**src/rtl/ptg_pkg.sv**
```systemverilog
/*
 Package for the test generator configuration and checker statistics block.
 Holds register indices, field positions, reset values and counter limits.
 Assumes a 16-bit register port addressed by register index.
*/
package ptg_pkg;
	// --------------------------------------------------------------
	// Register indices
	// --------------------------------------------------------------
	localparam logic [11:0] REG_FRAME_LENGTH = 12'h61A;
	localparam logic [11:0] REG_FRAME_GAP = 12'h61B;
	localparam logic [11:0] REG_BYTE_TOTAL = 12'h61C;
	localparam logic [11:0] REG_FRAME_LOW = 12'h61D;
	localparam logic [11:0] REG_FRAME_HIGH = 12'h61E;
	localparam logic [11:0] REG_STATUS_FLAGS = 12'h620;
	localparam logic [11:0] REG_CHK_CTRL = 12'h630;
	localparam logic [11:0] REG_IRQ_STATUS = 12'h631;
	localparam logic [11:0] REG_IRQ_ENABLE = 12'h632;
	localparam logic [11:0] REG_IRQ_CLEAR = 12'h633;
	// --------------------------------------------------------------
	// Reset values and limits
	// --------------------------------------------------------------
	localparam logic [15:0] FRAME_LENGTH_RST = 16'h05DC;
	localparam logic [7:0] FRAME_GAP_RST = 8'h7D;
	localparam logic [15:0] BYTE_TOTAL_MAX = 16'hFFFF;
	localparam logic [31:0] FRAME_TOTAL_MAX = 32'h0FFFFFFF;
	// --------------------------------------------------------------
	// Field positions
	// --------------------------------------------------------------
	localparam int BIT_FREEZE = 0;
	localparam int BIT_FREEZE_CLEAR = 1;
	localparam int BIT_LOCK = 8;
	localparam int BIT_BYTE_OVF = 9;
	localparam int BIT_FRAME_OVF = 10;
	localparam int BIT_BUSY = 11;
	localparam int BIT_DONE = 12;
	localparam int BIT_CHK_ENABLE = 0;
	localparam int BIT_CNT_MODE = 1;
	localparam int BIT_SEND = 2;
	localparam int IRQ_BITS = 4;
	localparam int IRQ_DONE = 0;
	localparam int IRQ_BYTE_WRAP = 1;
	localparam int IRQ_FRAME_WRAP = 2;
	localparam int IRQ_LOCK = 3;
	localparam logic [15:0] CHK_CTRL_RST = 16'h0001;
	// --------------------------------------------------------------
	// Generator states
	// --------------------------------------------------------------
	typedef enum logic [2:0] {
		GEN_IDLE = 3'b001,
		GEN_FRAME = 3'b010,
		GEN_GAP = 3'b100
	} ptg_gen_state_t;
endpackage : ptg_pkg
```
**src/rtl/ptg_cfg_stats.sv**
```systemverilog
/*
 Configuration and statistics part of a built-in frame generator/checker.
 Holds frame length and gap settings, paces generated frames, keeps
 checker byte and frame totals with freeze and clear, status flags and
 an interrupt. Assumes checker strobes come from logic on ref_clk_i and
 the lock indication arrives asynchronously.
*/
// Local design decision: the address-and-strobe port.
`timescale 1ns/1ps
// Notes on behaviour
// - 16-bit writable frame length, reset 5DCh, sizes all generated frames.
// - Gap between generated frames equals 8-bit gap setting, reset 7Dh.
// - Software reads a 16-bit total of bytes received by checker.
// - In single mode the byte total holds at FFFFh.
// - Writing status bit 0 or 1 freezes the readable totals.
// - Received frames count in 32 bits; low half readable alone.
// - High half of frame total sits two words after byte total.
// - In single mode the frame total holds at 0FFFFFFFh.
// - Mode one wraps with a pulse at maximum; mode zero stops.
// - Done flag bit 12 after FRAME_COUNT frames sent; busy bit 11 meanwhile.
// - Overflow flags at bits 10 and 9; checker lock at bit 8.
module ptg_cfg_stats #(
	parameter int FRAME_COUNT = 16
) (
	input wire logic ref_clk_i, // Core clock, 200 MHz
	input wire logic resetn_i, // Async reset, active low
	input wire logic [11:0] reg_addr_i, // Register index
	input wire logic [15:0] reg_wdata_i, // Write data
	input wire logic reg_wr_i, // Write strobe
	input wire logic reg_rd_i, // Read strobe
	output logic [15:0] reg_rdata_o, // Read data, cycle after strobe
	input wire logic chk_byte_i, // Checker received one byte
	input wire logic chk_frame_i, // Checker received one frame
	input wire logic chk_lock_i, // Checker locked, asynchronous
	output logic gen_byte_o, // Generator emits one frame byte
	output logic gen_frame_start_o, // First byte of a frame
	output logic gen_busy_o, // Generation in progress
	output logic byte_wrap_o, // Byte total wrapped pulse
	output logic frame_wrap_o, // Frame total wrapped pulse
	output logic irq_o // Interrupt, level
);
	localparam int IRQ_BITS_W = ptg_pkg::IRQ_BITS;

	logic [15:0] frame_length;
	logic [7:0] frame_gap;
	logic chk_enable;
	logic cnt_mode;
	logic send;
	logic [15:0] byte_count;
	logic [31:0] frame_count;
	logic byte_wrap;
	logic frame_wrap;
	logic [15:0] byte_snap;
	logic [31:0] frame_snap;
	logic frozen;
	logic byte_ovf;
	logic frame_ovf;
	logic done;
	logic lock_meta;
	logic lock_sync;
	logic lock_prev;
	logic [IRQ_BITS_W-1:0] irq_status;
	logic [IRQ_BITS_W-1:0] irq_enable;
	logic [IRQ_BITS_W-1:0] irq_event;
	logic [15:0] len_cnt;
	logic [15:0] frames_left;
	ptg_pkg::ptg_gen_state_t gen_state;
	logic wr_status;
	logic do_freeze;
	logic do_clear;
	logic last_frame_byte;
	logic [15:0] next_rdata;

	assign wr_status = reg_wr_i && (reg_addr_i == ptg_pkg::REG_STATUS_FLAGS);
	assign do_freeze = wr_status && (reg_wdata_i[ptg_pkg::BIT_FREEZE]
		|| reg_wdata_i[ptg_pkg::BIT_FREEZE_CLEAR]);
	assign do_clear = wr_status && reg_wdata_i[ptg_pkg::BIT_FREEZE_CLEAR];

	// ----------------------------------------------------------------
	// Configuration registers
	// ----------------------------------------------------------------
	always_ff @(posedge ref_clk_i or negedge resetn_i) begin
		if (!resetn_i) begin
			frame_length <= ptg_pkg::FRAME_LENGTH_RST;
			frame_gap <= ptg_pkg::FRAME_GAP_RST;
		end else if (reg_wr_i) begin
			if (reg_addr_i == ptg_pkg::REG_FRAME_LENGTH) begin
				frame_length <= reg_wdata_i;
			end
			if (reg_addr_i == ptg_pkg::REG_FRAME_GAP) begin
				frame_gap <= reg_wdata_i[7:0];
			end
		end
	end

	always_ff @(posedge ref_clk_i or negedge resetn_i) begin
		if (!resetn_i) begin
			chk_enable <= ptg_pkg::CHK_CTRL_RST[ptg_pkg::BIT_CHK_ENABLE];
			cnt_mode <= ptg_pkg::CHK_CTRL_RST[ptg_pkg::BIT_CNT_MODE];
		end else if (reg_wr_i && reg_addr_i == ptg_pkg::REG_CHK_CTRL) begin
			chk_enable <= reg_wdata_i[ptg_pkg::BIT_CHK_ENABLE];
			cnt_mode <= reg_wdata_i[ptg_pkg::BIT_CNT_MODE];
		end
	end

	// ----------------------------------------------------------------
	// Frame generator pacing
	// ----------------------------------------------------------------
	// Last count of a frame or gap; a zero setting still spends one cycle
	assign last_frame_byte = (len_cnt == 16'h0001) || (len_cnt == 16'h0000);

	always_ff @(posedge ref_clk_i or negedge resetn_i) begin
		if (!resetn_i) begin
			send <= 1'b0;
		end else if (gen_state == ptg_pkg::GEN_GAP && last_frame_byte
			&& frames_left == 16'h0000) begin
			send <= 1'b0;
		end else if (reg_wr_i && reg_addr_i == ptg_pkg::REG_CHK_CTRL) begin
			send <= reg_wdata_i[ptg_pkg::BIT_SEND];
		end
	end

	always_ff @(posedge ref_clk_i or negedge resetn_i) begin
		if (!resetn_i) begin
			gen_state <= ptg_pkg::GEN_IDLE;
			len_cnt <= '0;
			frames_left <= '0;
		end else begin
			unique case (gen_state)
				ptg_pkg::GEN_IDLE: begin
					if (send) begin
						gen_state <= ptg_pkg::GEN_FRAME;
						len_cnt <= frame_length;
						frames_left <= 16'(FRAME_COUNT - 1);
					end
				end
				ptg_pkg::GEN_FRAME: begin
					if (!send) begin
						gen_state <= ptg_pkg::GEN_IDLE;
					end else if (last_frame_byte) begin
						gen_state <= ptg_pkg::GEN_GAP;
						len_cnt <= {8'h00, frame_gap};
					end else begin
						len_cnt <= len_cnt - 16'h0001;
					end
				end
				ptg_pkg::GEN_GAP: begin
					if (!send) begin
						gen_state <= ptg_pkg::GEN_IDLE;
					end else if (!last_frame_byte) begin
						len_cnt <= len_cnt - 16'h0001;
					end else if (frames_left == 16'h0000) begin
						gen_state <= ptg_pkg::GEN_IDLE;
					end else begin
						gen_state <= ptg_pkg::GEN_FRAME;
						len_cnt <= frame_length;
						frames_left <= frames_left - 16'h0001;
					end
				end
			endcase
		end
	end

	always_ff @(posedge ref_clk_i or negedge resetn_i) begin
		if (!resetn_i) begin
			done <= 1'b0;
		end else if (gen_state == ptg_pkg::GEN_GAP && last_frame_byte
			&& frames_left == 16'h0000 && send) begin
			done <= 1'b1;
		end else if (gen_state == ptg_pkg::GEN_IDLE && send) begin
			done <= 1'b0;
		end
	end

	always_ff @(posedge ref_clk_i or negedge resetn_i) begin
		if (!resetn_i) begin
			gen_byte_o <= 1'b0;
			gen_frame_start_o <= 1'b0;
			gen_busy_o <= 1'b0;
		end else begin
			gen_byte_o <= (gen_state == ptg_pkg::GEN_FRAME) && send;
			gen_frame_start_o <= send && len_cnt == frame_length
				&& gen_state == ptg_pkg::GEN_FRAME;
			gen_busy_o <= (gen_state != ptg_pkg::GEN_IDLE);
		end
	end

	// ----------------------------------------------------------------
	// Checker totals
	// ----------------------------------------------------------------
	ptg_counter #(
		.WIDTH(16),
		.MAX(ptg_pkg::BYTE_TOTAL_MAX)
	) u_byte_total (
		.ref_clk_i(ref_clk_i),
		.resetn_i(resetn_i),
		.inc_i(chk_byte_i && chk_enable),
		.clear_i(do_clear),
		.wrap_i(cnt_mode),
		.count_o(byte_count),
		.wrap_o(byte_wrap)
	);

	ptg_counter #(
		.WIDTH(32),
		.MAX(ptg_pkg::FRAME_TOTAL_MAX)
	) u_frame_total (
		.ref_clk_i(ref_clk_i),
		.resetn_i(resetn_i),
		.inc_i(chk_frame_i && chk_enable),
		.clear_i(do_clear),
		.wrap_i(cnt_mode),
		.count_o(frame_count),
		.wrap_o(frame_wrap)
	);

	// Snapshot taken before the clear so the frozen view shows old totals
	always_ff @(posedge ref_clk_i or negedge resetn_i) begin
		if (!resetn_i) begin
			byte_snap <= '0;
			frame_snap <= '0;
			frozen <= 1'b0;
		end else if (do_freeze) begin
			byte_snap <= byte_count;
			frame_snap <= frame_count;
			frozen <= 1'b1;
		end
	end

	// Overflow flags: set wins over clear
	always_ff @(posedge ref_clk_i or negedge resetn_i) begin
		if (!resetn_i) begin
			byte_ovf <= 1'b0;
			frame_ovf <= 1'b0;
		end else begin
			if (byte_wrap || (chk_byte_i && chk_enable
				&& byte_count == ptg_pkg::BYTE_TOTAL_MAX)) begin
				byte_ovf <= 1'b1;
			end else if (do_clear) begin
				byte_ovf <= 1'b0;
			end
			if (frame_wrap || (chk_frame_i && chk_enable
				&& frame_count == ptg_pkg::FRAME_TOTAL_MAX)) begin
				frame_ovf <= 1'b1;
			end else if (do_clear) begin
				frame_ovf <= 1'b0;
			end
		end
	end

	always_ff @(posedge ref_clk_i or negedge resetn_i) begin
		if (!resetn_i) begin
			byte_wrap_o <= 1'b0;
			frame_wrap_o <= 1'b0;
		end else begin
			byte_wrap_o <= byte_wrap;
			frame_wrap_o <= frame_wrap;
		end
	end

	// ----------------------------------------------------------------
	// Lock synchroniser
	// ----------------------------------------------------------------
	always_ff @(posedge ref_clk_i or negedge resetn_i) begin
		if (!resetn_i) begin
			lock_meta <= 1'b0;
			lock_sync <= 1'b0;
			lock_prev <= 1'b0;
		end else begin
			lock_meta <= chk_lock_i;
			lock_sync <= lock_meta;
			lock_prev <= lock_sync;
		end
	end

	// ----------------------------------------------------------------
	// Interrupts
	// ----------------------------------------------------------------
	assign irq_event[ptg_pkg::IRQ_DONE] = (gen_state == ptg_pkg::GEN_GAP)
		&& last_frame_byte && frames_left == 16'h0000 && send;
	assign irq_event[ptg_pkg::IRQ_BYTE_WRAP] = byte_wrap;
	assign irq_event[ptg_pkg::IRQ_FRAME_WRAP] = frame_wrap;
	assign irq_event[ptg_pkg::IRQ_LOCK] = lock_sync && !lock_prev;

	always_ff @(posedge ref_clk_i or negedge resetn_i) begin
		if (!resetn_i) begin
			irq_status <= '0;
		end else if (reg_wr_i && reg_addr_i == ptg_pkg::REG_IRQ_CLEAR) begin
			irq_status <= (irq_status & ~reg_wdata_i[IRQ_BITS_W-1:0])
				| irq_event;
		end else begin
			irq_status <= irq_status | irq_event;
		end
	end

	always_ff @(posedge ref_clk_i or negedge resetn_i) begin
		if (!resetn_i) begin
			irq_enable <= '0;
		end else if (reg_wr_i && reg_addr_i == ptg_pkg::REG_IRQ_ENABLE) begin
			irq_enable <= reg_wdata_i[IRQ_BITS_W-1:0];
		end
	end

	always_ff @(posedge ref_clk_i or negedge resetn_i) begin
		if (!resetn_i) begin
			irq_o <= 1'b0;
		end else begin
			irq_o <= |(irq_status & irq_enable);
		end
	end

	// ----------------------------------------------------------------
	// Read path
	// ----------------------------------------------------------------
	always_comb begin
		next_rdata = '0;
		unique case (reg_addr_i)
			ptg_pkg::REG_FRAME_LENGTH: next_rdata = frame_length;
			ptg_pkg::REG_FRAME_GAP: next_rdata = {8'h00, frame_gap};
			ptg_pkg::REG_BYTE_TOTAL:
				next_rdata = frozen ? byte_snap : byte_count;
			ptg_pkg::REG_FRAME_LOW:
				next_rdata = frozen ? frame_snap[15:0]
					: frame_count[15:0];
			ptg_pkg::REG_FRAME_HIGH:
				next_rdata = frozen ? frame_snap[31:16]
					: frame_count[31:16];
			ptg_pkg::REG_STATUS_FLAGS: begin
				next_rdata[ptg_pkg::BIT_DONE] = done;
				next_rdata[ptg_pkg::BIT_BUSY] = gen_busy_o;
				next_rdata[ptg_pkg::BIT_FRAME_OVF] = frame_ovf;
				next_rdata[ptg_pkg::BIT_BYTE_OVF] = byte_ovf;
				next_rdata[ptg_pkg::BIT_LOCK] = lock_sync;
			end
			ptg_pkg::REG_CHK_CTRL: begin
				next_rdata[ptg_pkg::BIT_CHK_ENABLE] = chk_enable;
				next_rdata[ptg_pkg::BIT_CNT_MODE] = cnt_mode;
				next_rdata[ptg_pkg::BIT_SEND] = send;
			end
			ptg_pkg::REG_IRQ_STATUS: next_rdata[IRQ_BITS_W-1:0] = irq_status;
			ptg_pkg::REG_IRQ_ENABLE: next_rdata[IRQ_BITS_W-1:0] = irq_enable;
			default: next_rdata = '0;
		endcase
	end

	always_ff @(posedge ref_clk_i or negedge resetn_i) begin
		if (!resetn_i) begin
			reg_rdata_o <= '0;
		end else if (reg_rd_i) begin
			reg_rdata_o <= next_rdata;
		end else begin
			reg_rdata_o <= '0;
		end
	end
endmodule : ptg_cfg_stats

```
**src/rtl/ptg_counter.sv**
```systemverilog
/*
 Saturating or wrapping event counter with synchronous clear.
 Assumes a single clock and an active-low asynchronous reset.
*/
`timescale 1ns/1ps
module ptg_counter #(
	parameter int WIDTH = 16,
	parameter logic [WIDTH-1:0] MAX = '1
) (
	input wire logic ref_clk_i, // Core clock
	input wire logic resetn_i, // Async reset, active low
	input wire logic inc_i, // Count one event
	input wire logic clear_i, // Synchronous clear
	input wire logic wrap_i, // 1 continuous, 0 single
	output logic [WIDTH-1:0] count_o, // Current count
	output logic wrap_o // One-cycle pulse on wrap at max
);
	logic at_max;
	assign at_max = (count_o == MAX);

	always_ff @(posedge ref_clk_i or negedge resetn_i) begin
		if (!resetn_i) begin
			count_o <= '0;
		end else if (clear_i) begin
			count_o <= '0;
		end else if (inc_i) begin
			if (at_max) begin
				if (wrap_i) begin
					count_o <= '0;
				end
			end else begin
				count_o <= count_o + 1'b1;
			end
		end
	end

	always_ff @(posedge ref_clk_i or negedge resetn_i) begin
		if (!resetn_i) begin
			wrap_o <= 1'b0;
		end else begin
			wrap_o <= inc_i && at_max && wrap_i && !clear_i;
		end
	end
endmodule : ptg_counter

```
**config.mk**
```make
export PLATFORM = sky130hd
export DESIGN_NAME = ptg_cfg_stats
export DESIGN_NICKNAME = d
export VERILOG_FILES = /design/src/rtl/ptg_pkg.sv /design/src/rtl/ptg_cfg_stats.sv /design/src/rtl/ptg_counter.sv
export SDC_FILE = /design/constraint.sdc
export NUM_CORES = 1
export LEC_CHECK = 0
export ABC_CLOCK_PERIOD_IN_PS = 2080
export BUFFER_PORTS_ARGS = -buffer_cell sky130_fd_sc_hd__buf_4
export CELL_PAD_IN_SITES_DETAIL_PLACEMENT = 0
export CELL_PAD_IN_SITES_GLOBAL_PLACEMENT = 2
export CORE_UTILIZATION = 37
export CTS_CLUSTER_SIZE = 28
export DETAILED_ROUTE_END_ITERATION = 8
export PLACE_DENSITY_LB_ADDON = 0.25
export SLEW_MARGIN = 20
export SYNTH_ARGS = -nofsm -noshare
export SYNTH_HDL_FRONTEND = slang
export SYNTH_HIERARCHICAL = 1
export SYNTH_SLANG_ARGS = --single-unit
```
**constraint.sdc**
```tcl
create_clock -name ref_clk_i -period 2.08 [get_ports ref_clk_i]
set_clock_uncertainty 0.05 [all_clocks]
set_input_delay 0.104 -clock ref_clk_i [delete_from_list [all_inputs] [get_ports ref_clk_i]]
set_output_delay 0.104 -clock ref_clk_i [all_outputs]
set_load 0.05 [all_outputs]
```
After elaboration in Yosys (flattened, before gate mapping)
Index checks and enable logic that the tools add are counted.
{ "word_totals": {"regBits": 197} }
{ "op_classes": {"addsub": 4, "n_eq_ne": 28, "n_reduce_logical": 45, "bitwise_logic": 5, "n_mux": 44} }
{ "op_table": {"columns": ["op", "count"], "rows": [
  ["16-bit two-way mux", 18],
  ["32-bit two-way mux", 4],
  ["12-bit by 11-bit == test with 1-bit output, second input constant", 10],
  ["16-bit case mux with 3 select lines", 1],
  ["32-bit by 1-bit adder with 32-bit output, second input constant", 1],
  ["32-bit by 28-bit == test with 1-bit output, second input constant", 1],
  ["16-bit zero test", 2],
  ["16-bit case mux with 2 select lines", 1],
  ["16-bit by 1-bit subtractor with 16-bit output, second input constant", 2],
  ["5-bit case mux with 5 select lines", 1],
  ["3-bit case mux with 8 select lines", 1],
  ["1-bit logical AND", 22],
  ["4-bit case mux with 5 select lines", 1],
  ["16-bit by 1-bit adder with 16-bit output, second input constant", 1],
  ["16-bit by 1-bit == test with 1-bit output, second input constant", 1],
  ["16-bit == test", 1],
  ["16-bit == test, second input constant", 1],
  ["3-bit two-way mux", 5],
  ["2-bit nonzero test", 7],
  ["3-bit case mux with 4 select lines", 1],
  ["2-bit != test, second input constant", 5],
  ["3-bit != test, second input constant", 3],
  ["3-bit case mux with 3 select lines", 1],
  ["4-bit bitwise AND", 2],
  ["18 further kinds", 33]
]} }

Longest topological paths before layout
Gate-level depths: netlist of run 1.
{ "depth": {"word_depth": 7, "mapped_depth": 12, "ltp_nobuf": 9} }

Cells and area by module
Netlist of run 1, hierarchy kept.
{ "modules_own_cells": {"columns": ["module", "instances", "cells_each", "area_per_inst_um2", "seq_area_each_um2"], "rows": [
  ["ptg_cfg_stats", 1, 707, 7780.0, 3697.3],
  ["ptg_counter at u_frame_total", 1, 226, 2048.2, 825.8],
  ["ptg_counter at u_byte_total", 1, 112, 1088.5, 425.4]
]} }

Least setup slack after synthesis of run 1
No wires, ideal clock.
{ "synth_path": {"path_type": "input to register", "start": "input port reg_addr_i[7]", "end": "register u_frame_total.count_o[6]", "setup_slack_ns": -0.549, "n_path_buf": 2, "setup_ns": 0.082, "cell_stages": 11, "arrival_time_ns": 2.497, "path_cell_list": "or4b_1 nor2_1 and4_1 clkbuf_2 nand3_1 inv_1 nor2_1 a41o_1 buf_4 or4_1 a31oi_1"} }
{ "synth_via": {"elab_chain_len": 5, "elab_cells_between_ends": 7, "cone_classes": "eq/ne (2); mux (1); reduce/logical (4)"} }
{ "synth_lines": {"columns": ["item", "line", "source"], "rows": [
  ["from (decl)", "ptg_cfg_stats.sv:27", "input wire logic [11:0] reg_addr_i,"],
  ["12-bit by 11-bit == test with 1-bit output (*)", "ptg_cfg_stats.sv:74", "assign wr_status = reg_wr_i && (reg_addr_i == ptg_pkg::REG_STATUS_FLAGS);"],
  ["1-bit logical AND (*)", "ptg_cfg_stats.sv:74", null],
  ["1-bit logical AND (*)", "ptg_cfg_stats.sv:77", "assign do_clear = wr_status && reg_wdata_i[ptg_pkg::BIT_FREEZE_CLEAR];"],
  ["via do_clear", "ptg_cfg_stats.sv:70", "logic do_clear;"],
  ["3-bit by 2-bit != test with 1-bit output (no line) / 2-bit nonzero test (equally long branches)", null, null],
  ["2-bit AND reduction (no line)", null, null],
  ["to (signal assigned)", "ptg_counter.sv:32", "count_o <= count_o + 1'b1;"],
  ["to (decl)", "ptg_counter.sv:15", "output logic [WIDTH-1:0] count_o,"]
]} }
Mark *: on every way through the listed nets, which the timed path passes. The rest lies on a longest branch.
A chain may end at the register's enable or synchronous reset.

Worst setup path after layout of run 1
{ "layout_path": {"start": "register frames_left[4]", "end": "register frames_left[15]"} }
{ "layout_via": {"elab_chain_len": 5, "elab_cells_between_ends": 8, "cone_classes": "add/sub (1); eq/ne (1); mux (4); reduce/logical (2)"} }
{ "layout_lines": {"columns": ["item", "line", "source"], "rows": [
  ["from (decl)", "ptg_cfg_stats.sv:66", "logic [15:0] frames_left;"],
  ["from (signal assigned)", "ptg_cfg_stats.sv:134", "frames_left <= 16'(FRAME_COUNT - 1);"],
  ["from (signal assigned)", "ptg_cfg_stats.sv:157", "frames_left <= frames_left - 16'h0001;"],
  ["16-bit by 1-bit subtractor with 16-bit output", "ptg_cfg_stats.sv:157", null],
  ["16-bit two-way mux", "ptg_cfg_stats.sv:152", "end else if (frames_left == 16'h0000) begin"],
  ["16-bit two-way mux", "ptg_cfg_stats.sv:150", "end else if (!last_frame_byte) begin"],
  ["16-bit two-way mux", "ptg_cfg_stats.sv:148", "if (!send) begin"],
  ["16-bit case mux with 2 select lines", "ptg_cfg_stats.sv:129", "unique case (gen_state)"]
]} }
Parallel ways exist; a longest one is shown, timed or not. The select of a mux whose other input is x is not followed.

==> results of run 1 <==
## flip-flops by register name, summed over array words and instances (netlist names), 3 cells and up
signal,flops
frames_left,16
frame_length,16
gen_state,3
frame_snap,32
irq_enable,4
irq_status,4
len_cnt,16
frame_gap,8
byte_snap,16
reg_rdata_o,16
u_frame_total/count_o,32
u_byte_total/count_o,16
## power groups by stage
| stage | combinational (W) | clock (W) | sequential [W] |
|---|---|---|---|
| 6_report | 0.00463 | 0.00331 | 0.00415 |
| 5_1_grt | 0.00493 | 0.00354 | 0.00417 |
| 4_1_cts | 0.00389 | 0.00340 | 0.00415 |
| 3_5_place_dp | 0.00329 | 0 | 0.00422 |
| 3_3_place_gp | 0.00330 | 0 | 0.00422 |
| 2_1_floorplan | 0.00187 | 0 | 0.00424 |
## cells by family (layout without fill, tap and decap cells)
group,count (synthesis),count (layout),synth area share (%)
buffers and inverters,86,375,3.63
XOR/XNOR,20,20,1.60
AO/OA/AOI/OAI,233,234,15.7
AND/OR/NAND/NOR,367,368,19.0
multiplexers,136,136,14.0
flip-flops,197,197,45.3
adder cells (fa/ha/maj),6,6,0.688
## through the flow
step                worst slack [ns]  hold slack, ns  utilization, %  cells
floorplan                     -0.291          -0.242               -   1045
global placement              -0.439          0.0437            46.4   1625
detailed placement            -0.475          0.0355            46.4   1625
CTS                           -0.207          0.0197            50.2   1695
global route                  -0.280          0.0848            52.6   1720
finish                        -0.180          0.0538            52.6   1720
## routing by layer
metal	part of all wire, %	global-route usage, %
met2	48	37.7
met1	46	31.7
met5	0	0
met3	4.2	3.73
met4	1.7	6.14
## how the worst min path moves through the flow
stage	start	endpoint	slack [ns]	cells after the start
after floorplan	resetn_i	byte_ovf$_DFFE_PN0P_	-0.24	0
after global placement	resetn_i	frames_left[10]$_DFFE_PN0P_	0.04	1
after detailed placement	resetn_i	frames_left[10]$_DFFE_PN0P_	0.04	1
after CTS	chk_byte_i	byte_ovf$_DFFE_PN0P_	0.02	4
after global routing	chk_byte_i	byte_ovf$_DFFE_PN0P_	0.08	4
final	chk_byte_i	byte_ovf$_DFFE_PN0P_	0.05	4
## area by class of cell
class / count / area, um2 / area share, %
inverter: 26 / 100 / 0.660
sequential: 197 / 4950 / 32.6
multi-input combinational: 764 / 6220 / 41.0
tap: 384 / 480 / 3.17
clock buffer: 21 / 450 / 2.97
clock inverter: 11 / 128 / 0.841
timing repair buffer: 317 / 2840 / 18.7
## tightest hold or removal path, delay by kind of cell
kind                   cells  cell delay [ns]
AO/OA/AOI/OAI              1             0.13
AND/OR/NAND/NOR            2             0.18
buffers and inverters      1             0.09
## layout by cell type, fill, tap and decap left out, types with 12 or more instances in the layout
cell	count
sky130_fd_sc_hd__buf_6	31
sky130_fd_sc_hd__dfstp_2	15
sky130_fd_sc_hd__dfrtp_1	179
sky130_fd_sc_hd__mux2_2	93
sky130_fd_sc_hd__and2_1	12
sky130_fd_sc_hd__a22oi_1	12
sky130_fd_sc_hd__mux2i_1	38
sky130_fd_sc_hd__nand3_1	29
sky130_fd_sc_hd__nor2_1	63
sky130_fd_sc_hd__nand2_1	56
sky130_fd_sc_hd__buf_12	15
sky130_fd_sc_hd__inv_1	21
sky130_fd_sc_hd__a21oi_1	32
sky130_fd_sc_hd__clkbuf_16	21
sky130_fd_sc_hd__buf_4	243
sky130_fd_sc_hd__and3_1	18
sky130_fd_sc_hd__nor3_1	17
sky130_fd_sc_hd__dlygate4sd3_1	19
sky130_fd_sc_hd__xnor2_1	14
sky130_fd_sc_hd__a31oi_1	32
sky130_fd_sc_hd__nand4_1	34
sky130_fd_sc_hd__o21ai_1	27
## what timing repair did
item	CTS	global route
buffers inserted	18	24
endpoints found under the setup margin	67	82
hold buffers	19	0
pin swaps	18	54
hold endpoints to repair	197	0
cloned	2	8
gates resized for setup	50	116
==> load_flow_metrics.sql, run 1 <==
INSERT INTO impl_metrics (metric_group, metric, value, unit) VALUES
('pwr', 'switchingPower', '0.00407', 'W'),
('synthesis', 'syn_inst', '1045', ''),
('sta', 'final_min_period_over_clock_period', '109', '%'),
('worst_setup_path', 'reg2reg_slack', '-0.18', 'ns'),
('detailed_routing', 'remaining_drc_errors', '0', ''),
('outcome', 'run_status', 'complete, but fails checks', ''),
('sta', 'relSlewSlack', '63.2', '%'),
('sta', 'timing.setup.tns', '-1.13', 'ns'),
('floorplan', 'placementRows', '62', ''),
('floorplan', 'die_width', '174', 'um'),
('clocking', 'h_tree_lvls', '4', ''),
('floorplan', 'starting_density_of_the_core', '37.8', '%'),
('sta', 'final_hold_viol_count', '0', ''),
('synthesis', 'dominantRegCellSynth', 'sky130_fd_sc_hd__dfrtp_1', ''),
('worst_setup_path', 'crit_start', 'frames_left[4]$_DFFE_PN0P_', ''),
('layout', 'stdcell_area', '15200', 'um2'),
('sta', 'period_needed', '2.26', 'ns'),
('detailed_routing', 'antenna_violating_nets_post_route', '0', ''),
('pwr', 'design_power_total', '0.0121', 'W'),
('worst_setup_path', 'worst_ep_required_time', '2.41', 'ns'),
('layout', 'layout-drive-gt1-share', '42.5', '%'),
('pwr', 'leakagePower', '6.77', 'nW'),
('synthesis', 'syn-cell-area', '10900', 'um2'),
('sta', 'grt_setup_unrepaired', 'true', ''),
('sta', 'worst_slew_pin_slew', '0.547', 'ns'),
('worst_setup_path', 'count_of_buffering_cells_on_the_critical_path_with_inverters_included', '0', ''),
('synthesis', 'edff_count_synth', '0', ''),
('floorplan', 'die-area', '30200', 'um2'),
('floorplan', 'die_h', '174', 'um'),
('clocking', 'clock-sinks', '197', ''),
('clocking', 'cts_tree', 'yes', ''),
('job', 'timing.max_cap.violations', '0', ''),
('grt', 'grt_max_degree', '57', ''),
('worst_setup_path', 'critical_path.top_delay_family', 'simple AND/OR/NAND/NOR gates', ''),
('worst_setup_path', 'setup.worst_path.end_class', 'flop', ''),
('synthesis', 'synth_top_cell_by_area', 'sky130_fd_sc_hd__dfrtp_1', ''),
('clocking', 'cts_made_buffers', '17', ''),
('detailed_routing', 'detail_route.iter0.violations', '688', ''),
('worst_hold_path', 'hold_path.class', 'in -> reg', ''),
('pwr', 'share_seq_of_total_power', '34.4', '%'),
('worst_setup_path', 'worstSetupEndpoint', 'frames_left[15]$_DFFE_PN0P_', ''),
('detailed_routing', 'drt_pass1_iterations', '7', ''),
('layout', 'layout.filler_cells', '2592', ''),
('floorplan', 'core_area', '28900', 'um2'),
('floorplan', 'boundaryPins', '57', ''),
('worst_setup_path', 'rr_startpoint', 'frames_left[4]$_DFFE_PN0P_', ''),
('worst_setup_path', 'biggest_cell_delay_along_the_critical_path', '0.55', 'ns'),
('clocking', 'clockRootBuffer', 'sky130_fd_sc_hd__clkbuf_16', ''),
('sta', 'setup_ws', '-0.180', 'ns'),
('worst_setup_path', 'critical-path-slowest-cell', 'sky130_fd_sc_hd__or4_4', ''),
('sta', 'max_freq', '0.443', 'GHz'),
('detailed_routing', 'routed-via-count', '9768', ''),
('worst_setup_path', 'ff2ff_path_depth', '6', ''),
('layout', 'number_of_nets_in_the_final_layout', '1364', ''),
('worst_setup_path', 'timing.critical_path.fanout_max', '5', ''),
('grt', 'global_route_usage_over_all_layers', '23.1', '%'),
('worst_setup_path', 'arrival_time_reported_for_the_critical_path_endpoint', '2.59', 'ns'),
('pwr', 'p_int', '0.00802', 'W'),
('place', 'placed_area', '13400', 'um2'),
('layout', 'layout-area-overhead-vs-synth', '39.0', '%'),
('grt', 'grt_pass1_wl', '54300', 'um'),
('place', 'place.port_buffers', '56', ''),
('place', 'dp_hpwl', '25000', 'um'),
('synthesis', 'synth_nets', '1086', ''),
('grt', 'antenna_found_initial', '0', ''),
('sta', 'setup_viol', '17', ''),
('outcome', 'violations', 'negative setup slack', ''),
('pwr', 'power-per-cell-area', '797', 'nW/um2'),
('worst_setup_path', 'critical_path.reg2reg.endpoint', 'frames_left[15]$_DFFE_PN0P_', ''),
('synthesis', 'synth.yosys.seq_area_share', '45.3', '%'),
('synthesis', 'yosys.area.top_type_share', '41.7', '%');
Power figures use the tool's default switching activity.
==> inputs of run 2 (changes only) <==
==> constraint.sdc (replaced) <==
create_clock -name ref_clk_i -period 2.08 [get_ports ref_clk_i]
set_clock_uncertainty 0.05 [all_clocks]
set_input_delay 0.208 -clock ref_clk_i [delete_from_list [all_inputs] [get_ports ref_clk_i]]
set_output_delay 0.208 -clock ref_clk_i [all_outputs]
set_load 0.05 [all_outputs]
==> run 2 against run 1 <==
  * The flow still finishes with violations (negative setup slack)
  * Clock power hardly changed
  * Die area unchanged
  * Largest power group unchanged
  * Fmax fell by 0.13%
  * First-iteration DRC count shrank 1.9%
  * Critical path type unchanged
  * Largest cell class unchanged
  * Setup slack got worse by 0.0030 ns
  * Global-route usage is 0.51 points higher
  * Hold slack got worse by 0.030 ns
  * Sequential share of layout area hardly changed
  * Register-to-register slack about the same
  * Via count increased by 0.51%
  * Combinational power shrank 7.1%
==> load_flow_metrics.sql, run 2 (synthesis gave the netlist of run 1 again) <==
INSERT INTO impl_metrics (metric_group, metric, value, unit) VALUES
('outcome', 'run_status', 'complete, but fails checks', ''),
('outcome', 'violations', 'negative setup slack', ''),
('sta', 'setup_ws', '-0.183', 'ns'),
('layout', 'stdcell_area', '15200', 'um2'),
('worst_hold_path', 'worst_hold_path_ep', 'reg_rdata_o[4]$_DFF_PN0_', ''),
('layout', 'number_of_nets_in_the_final_layout', '1371', ''),
('clocking', 'clockBufferDepth', '2', ''),
('detailed_routing', 'via_per_inst', '5.69', ''),
('layout', 'top_regs', 'frame_snap x32, u_frame_total/count_o x32', ''),
('layout', 'layout-drive-gt1-share', '41.9', '%'),
('floorplan', 'die_h', '174', 'um'),
('worst_setup_path', 'setup.worst_path.end_class', 'flop', ''),
('worst_setup_path', 'reg2reg_slack', '-0.18', 'ns'),
('worst_hold_path', 'hold_depth', '2', ''),
('floorplan', 'boundaryPins', '57', ''),
('detailed_routing', 'drt-total-wl', '35300', 'um'),
('sta', 'worst_slew_pin_slew', '0.533', 'ns'),
('worst_setup_path', 'critical-path-slowest-cell', 'sky130_fd_sc_hd__or4_4', ''),
('pwr', 'worst_ir_drop_vdd', '0.669', 'mV'),
('clocking', 'cts_tree', 'yes', ''),
('sta', 'max_freq', '0.442', 'GHz'),
('worst_setup_path', 'biggest_cell_delay_along_the_critical_path', '0.54', 'ns'),
('worst_setup_path', 'timing.critical_path.fanout_max', '5', ''),
('pwr', 'leakagePower', '6.77', 'nW'),
('grt', 'via_count_of_the_first_global_routing_pass', '9730', ''),
('clocking', 'clock-sinks', '197', ''),
('worst_setup_path', 'critPathLaunchType', 'flop', ''),
('place', 'cell_count_after_placement', '1636', ''),
('detailed_routing', 'routed-via-count', '9818', ''),
('layout', 'layout.filler_cells', '2619', ''),
('pwr', 'design_power_total', '0.0118', 'W'),
('worst_setup_path', 'critical_path.cell_chain', 'or4_4, or3_4, nor3_4, a41oi_4, or4_1, nand2_1', ''),
('worst_setup_path', 'arrival_time_reported_for_the_critical_path_endpoint', '2.59', 'ns'),
('worst_setup_path', 'ff2ff_path_depth', '6', ''),
('worst_setup_path', 'critPathKind', 'reg -> reg', ''),
('clocking', 'clk_latency_worst_skew_pair', '0.45', 'ns'),
('grt', 'global_route_usage_over_all_layers', '23.6', '%'),
('worst_setup_path', 'rr_startpoint', 'frames_left[4]$_DFFE_PN0P_', ''),
('sta', 'relSlewSlack', '64.4', '%'),
('grt', 'grt_remaining_overflow', '0', ''),
('sta', 'grt_setup_unrepaired', 'true', ''),
('sta', 'final_hold_viol_count', '0', ''),
('detailed_routing', 'route.detailed.wl_per_inst', '20.5', 'um'),
('layout', 'antennaDiodeCount', '0', ''),
('sta', 'final_min_period_over_clock_period', '109', '%'),
('grt', 'grt_max_degree', '48', ''),
('worst_hold_path', 'hp-start', 'reg_rd_i', ''),
('detailed_routing', 'remaining_drc_errors', '0', ''),
('worst_hold_path', 'hold_path.class', 'in -> reg', ''),
('clocking', 'clockRootBuffer', 'sky130_fd_sc_hd__clkbuf_16', ''),
('detailed_routing', 'detail_route.iter0.violations', '675', ''),
('clocking', 'cts_made_buffers', '17', ''),
('layout', 'final_cells', '1727', ''),
('layout', 'final_common_cell', 'sky130_fd_sc_hd__buf_4', ''),
('sta', 'timing_max_transition_violations_final', '0', ''),
('job', 'timing.max_cap.violations', '0', ''),
('clocking', 'clkTransAtPathRegs', '0.08', 'ns'),
('clocking', 'h_tree_lvls', '4', ''),
('detailed_routing', 'antenna_violating_nets_post_route', '0', ''),
('layout', 'layout_common_cells', 'sky130_fd_sc_hd__buf_4, sky130_fd_sc_hd__dfrtp_1, sky130_fd_sc_hd__mux2_2', ''),
('floorplan', 'placementRows', '62', ''),
('worst_setup_path', 'worst_ep_required_time', '2.40', 'ns'),
('floorplan', 'die-area', '30200', 'um2'),
('detailed_routing', 'drt_pass1_iterations', '6', ''),
('floorplan', 'die_width', '174', 'um'),
('place', 'placed_area', '13500', 'um2'),
('place', 'final_estimated_routing_congestion_in_global_placement', '0.881', ''),
('floorplan', 'starting_density_of_the_core', '37.8', '%'),
('place', 'dp_hpwl', '25000', 'um'),
('worst_setup_path', 'critical_path.reg2reg.endpoint', 'frames_left[13]$_DFFE_PN0P_', ''),
('place', 'place_worst_setup_slack', '-0.570', 'ns'),
('floorplan', 'core_area', '28900', 'um2'),
('layout', 'final_core_util', '52.5', '%'),
('pwr', 'power-per-cell-area', '778', 'nW/um2'),
('place', 'place.port_buffers', '56', ''),
('layout', 'layout-area-overhead-vs-synth', '38.9', '%'),
('grt', 'antenna_found_initial', '0', ''),
('grt', 'grt_pass1_wl', '55600', 'um'),
('sta', 'setup_viol', '27', ''),
('sta', 'period_needed', '2.26', 'ns');
## run 2: power breakdown
group	internal, W	total (W)	leakage, nW	switching (W)
sequential	0.00400	0.00416	2.62	0.000159
clock	0.00172	0.00334	0.277	0.00162
combinational	0.00212	0.00430	3.87	0.00218
## run 2: how the worst max path moves through the flow
stage	start	endpoint	slack (ns)	cells past startpoint
2_1_floorplan	reg_addr_i[8]	u_frame_total/count_o[7]$_DFFE_PN0P_	-0.40	11
3_3_place_gp	reg_addr_i[8]	u_frame_total/count_o[21]$_DFFE_PN0P_	-0.55	12
3_5_place_dp	reg_addr_i[8]	u_frame_total/count_o[21]$_DFFE_PN0P_	-0.57	12
4_1_cts	frames_left[4]$_DFFE_PN0P_	frames_left[13]$_DFFE_PN0P_	-0.17	6
5_1_grt	frames_left[4]$_DFFE_PN0P_	frames_left[11]$_DFFE_PN0P_	-0.28	6
6_report	frames_left[4]$_DFFE_PN0P_	frames_left[13]$_DFFE_PN0P_	-0.18	6
## run 2: layer usage
| layer | wire (um) | up-vias | global-route usage, % |
|---|---|---|---|
| li1 | - | 4599 | - |
| met4 | 643 | 0 | 6.14 |
| met1 | 16200 | 4956 | 31.7 |
| met3 | 1530 | 42 | 4.98 |
| met2 | 17000 | 221 | 38.5 |
| met5 | 0 | - | 0 |
## run 2: cell type report
| type | count | area (um2) | area share [%] |
|---|---|---|---|
| Timing Repair Buffer | 323 | 2880 | 19.0 |
| Inverter | 26 | 103 | 0.677 |
| Multi-Input combinational cell | 765 | 6170 | 40.7 |
| Tap cell | 384 | 480 | 3.17 |
| Clock buffer | 18 | 439 | 2.90 |
| Clock inverter | 14 | 141 | 0.932 |
| Sequential cell | 197 | 4950 | 32.7 |
## run 2: repair_timing
item / in CTS / in global routing
setup endpoints to repair: 62 / 74
resized for setup: 29 / 69
hold buffers: 15 / 0
gates cloned: 6 / 4
setup buffers: 14 / 23
pin swaps: 8 / 42
endpoints found under the hold margin: 61 / 0
## run 2: per-stage QoR
step | hold WS, ns | TNS (ns)
floorplan | -0.138 | -11.12
global placement | 0.153 | -31.56
detailed placement | 0.152 | -33.85
CTS | 0.00670 | -2.14
global route | 0.00465 | -4.97
finish | 0.0241 | -2.20
## run 2: critical path: cells and delay by family, from the launching register on
family	cells	cell delay, ns
and+or+nand+nor	5	1.60
DFF	1	0.38
AOI/OAI and AO/OA	1	0.16
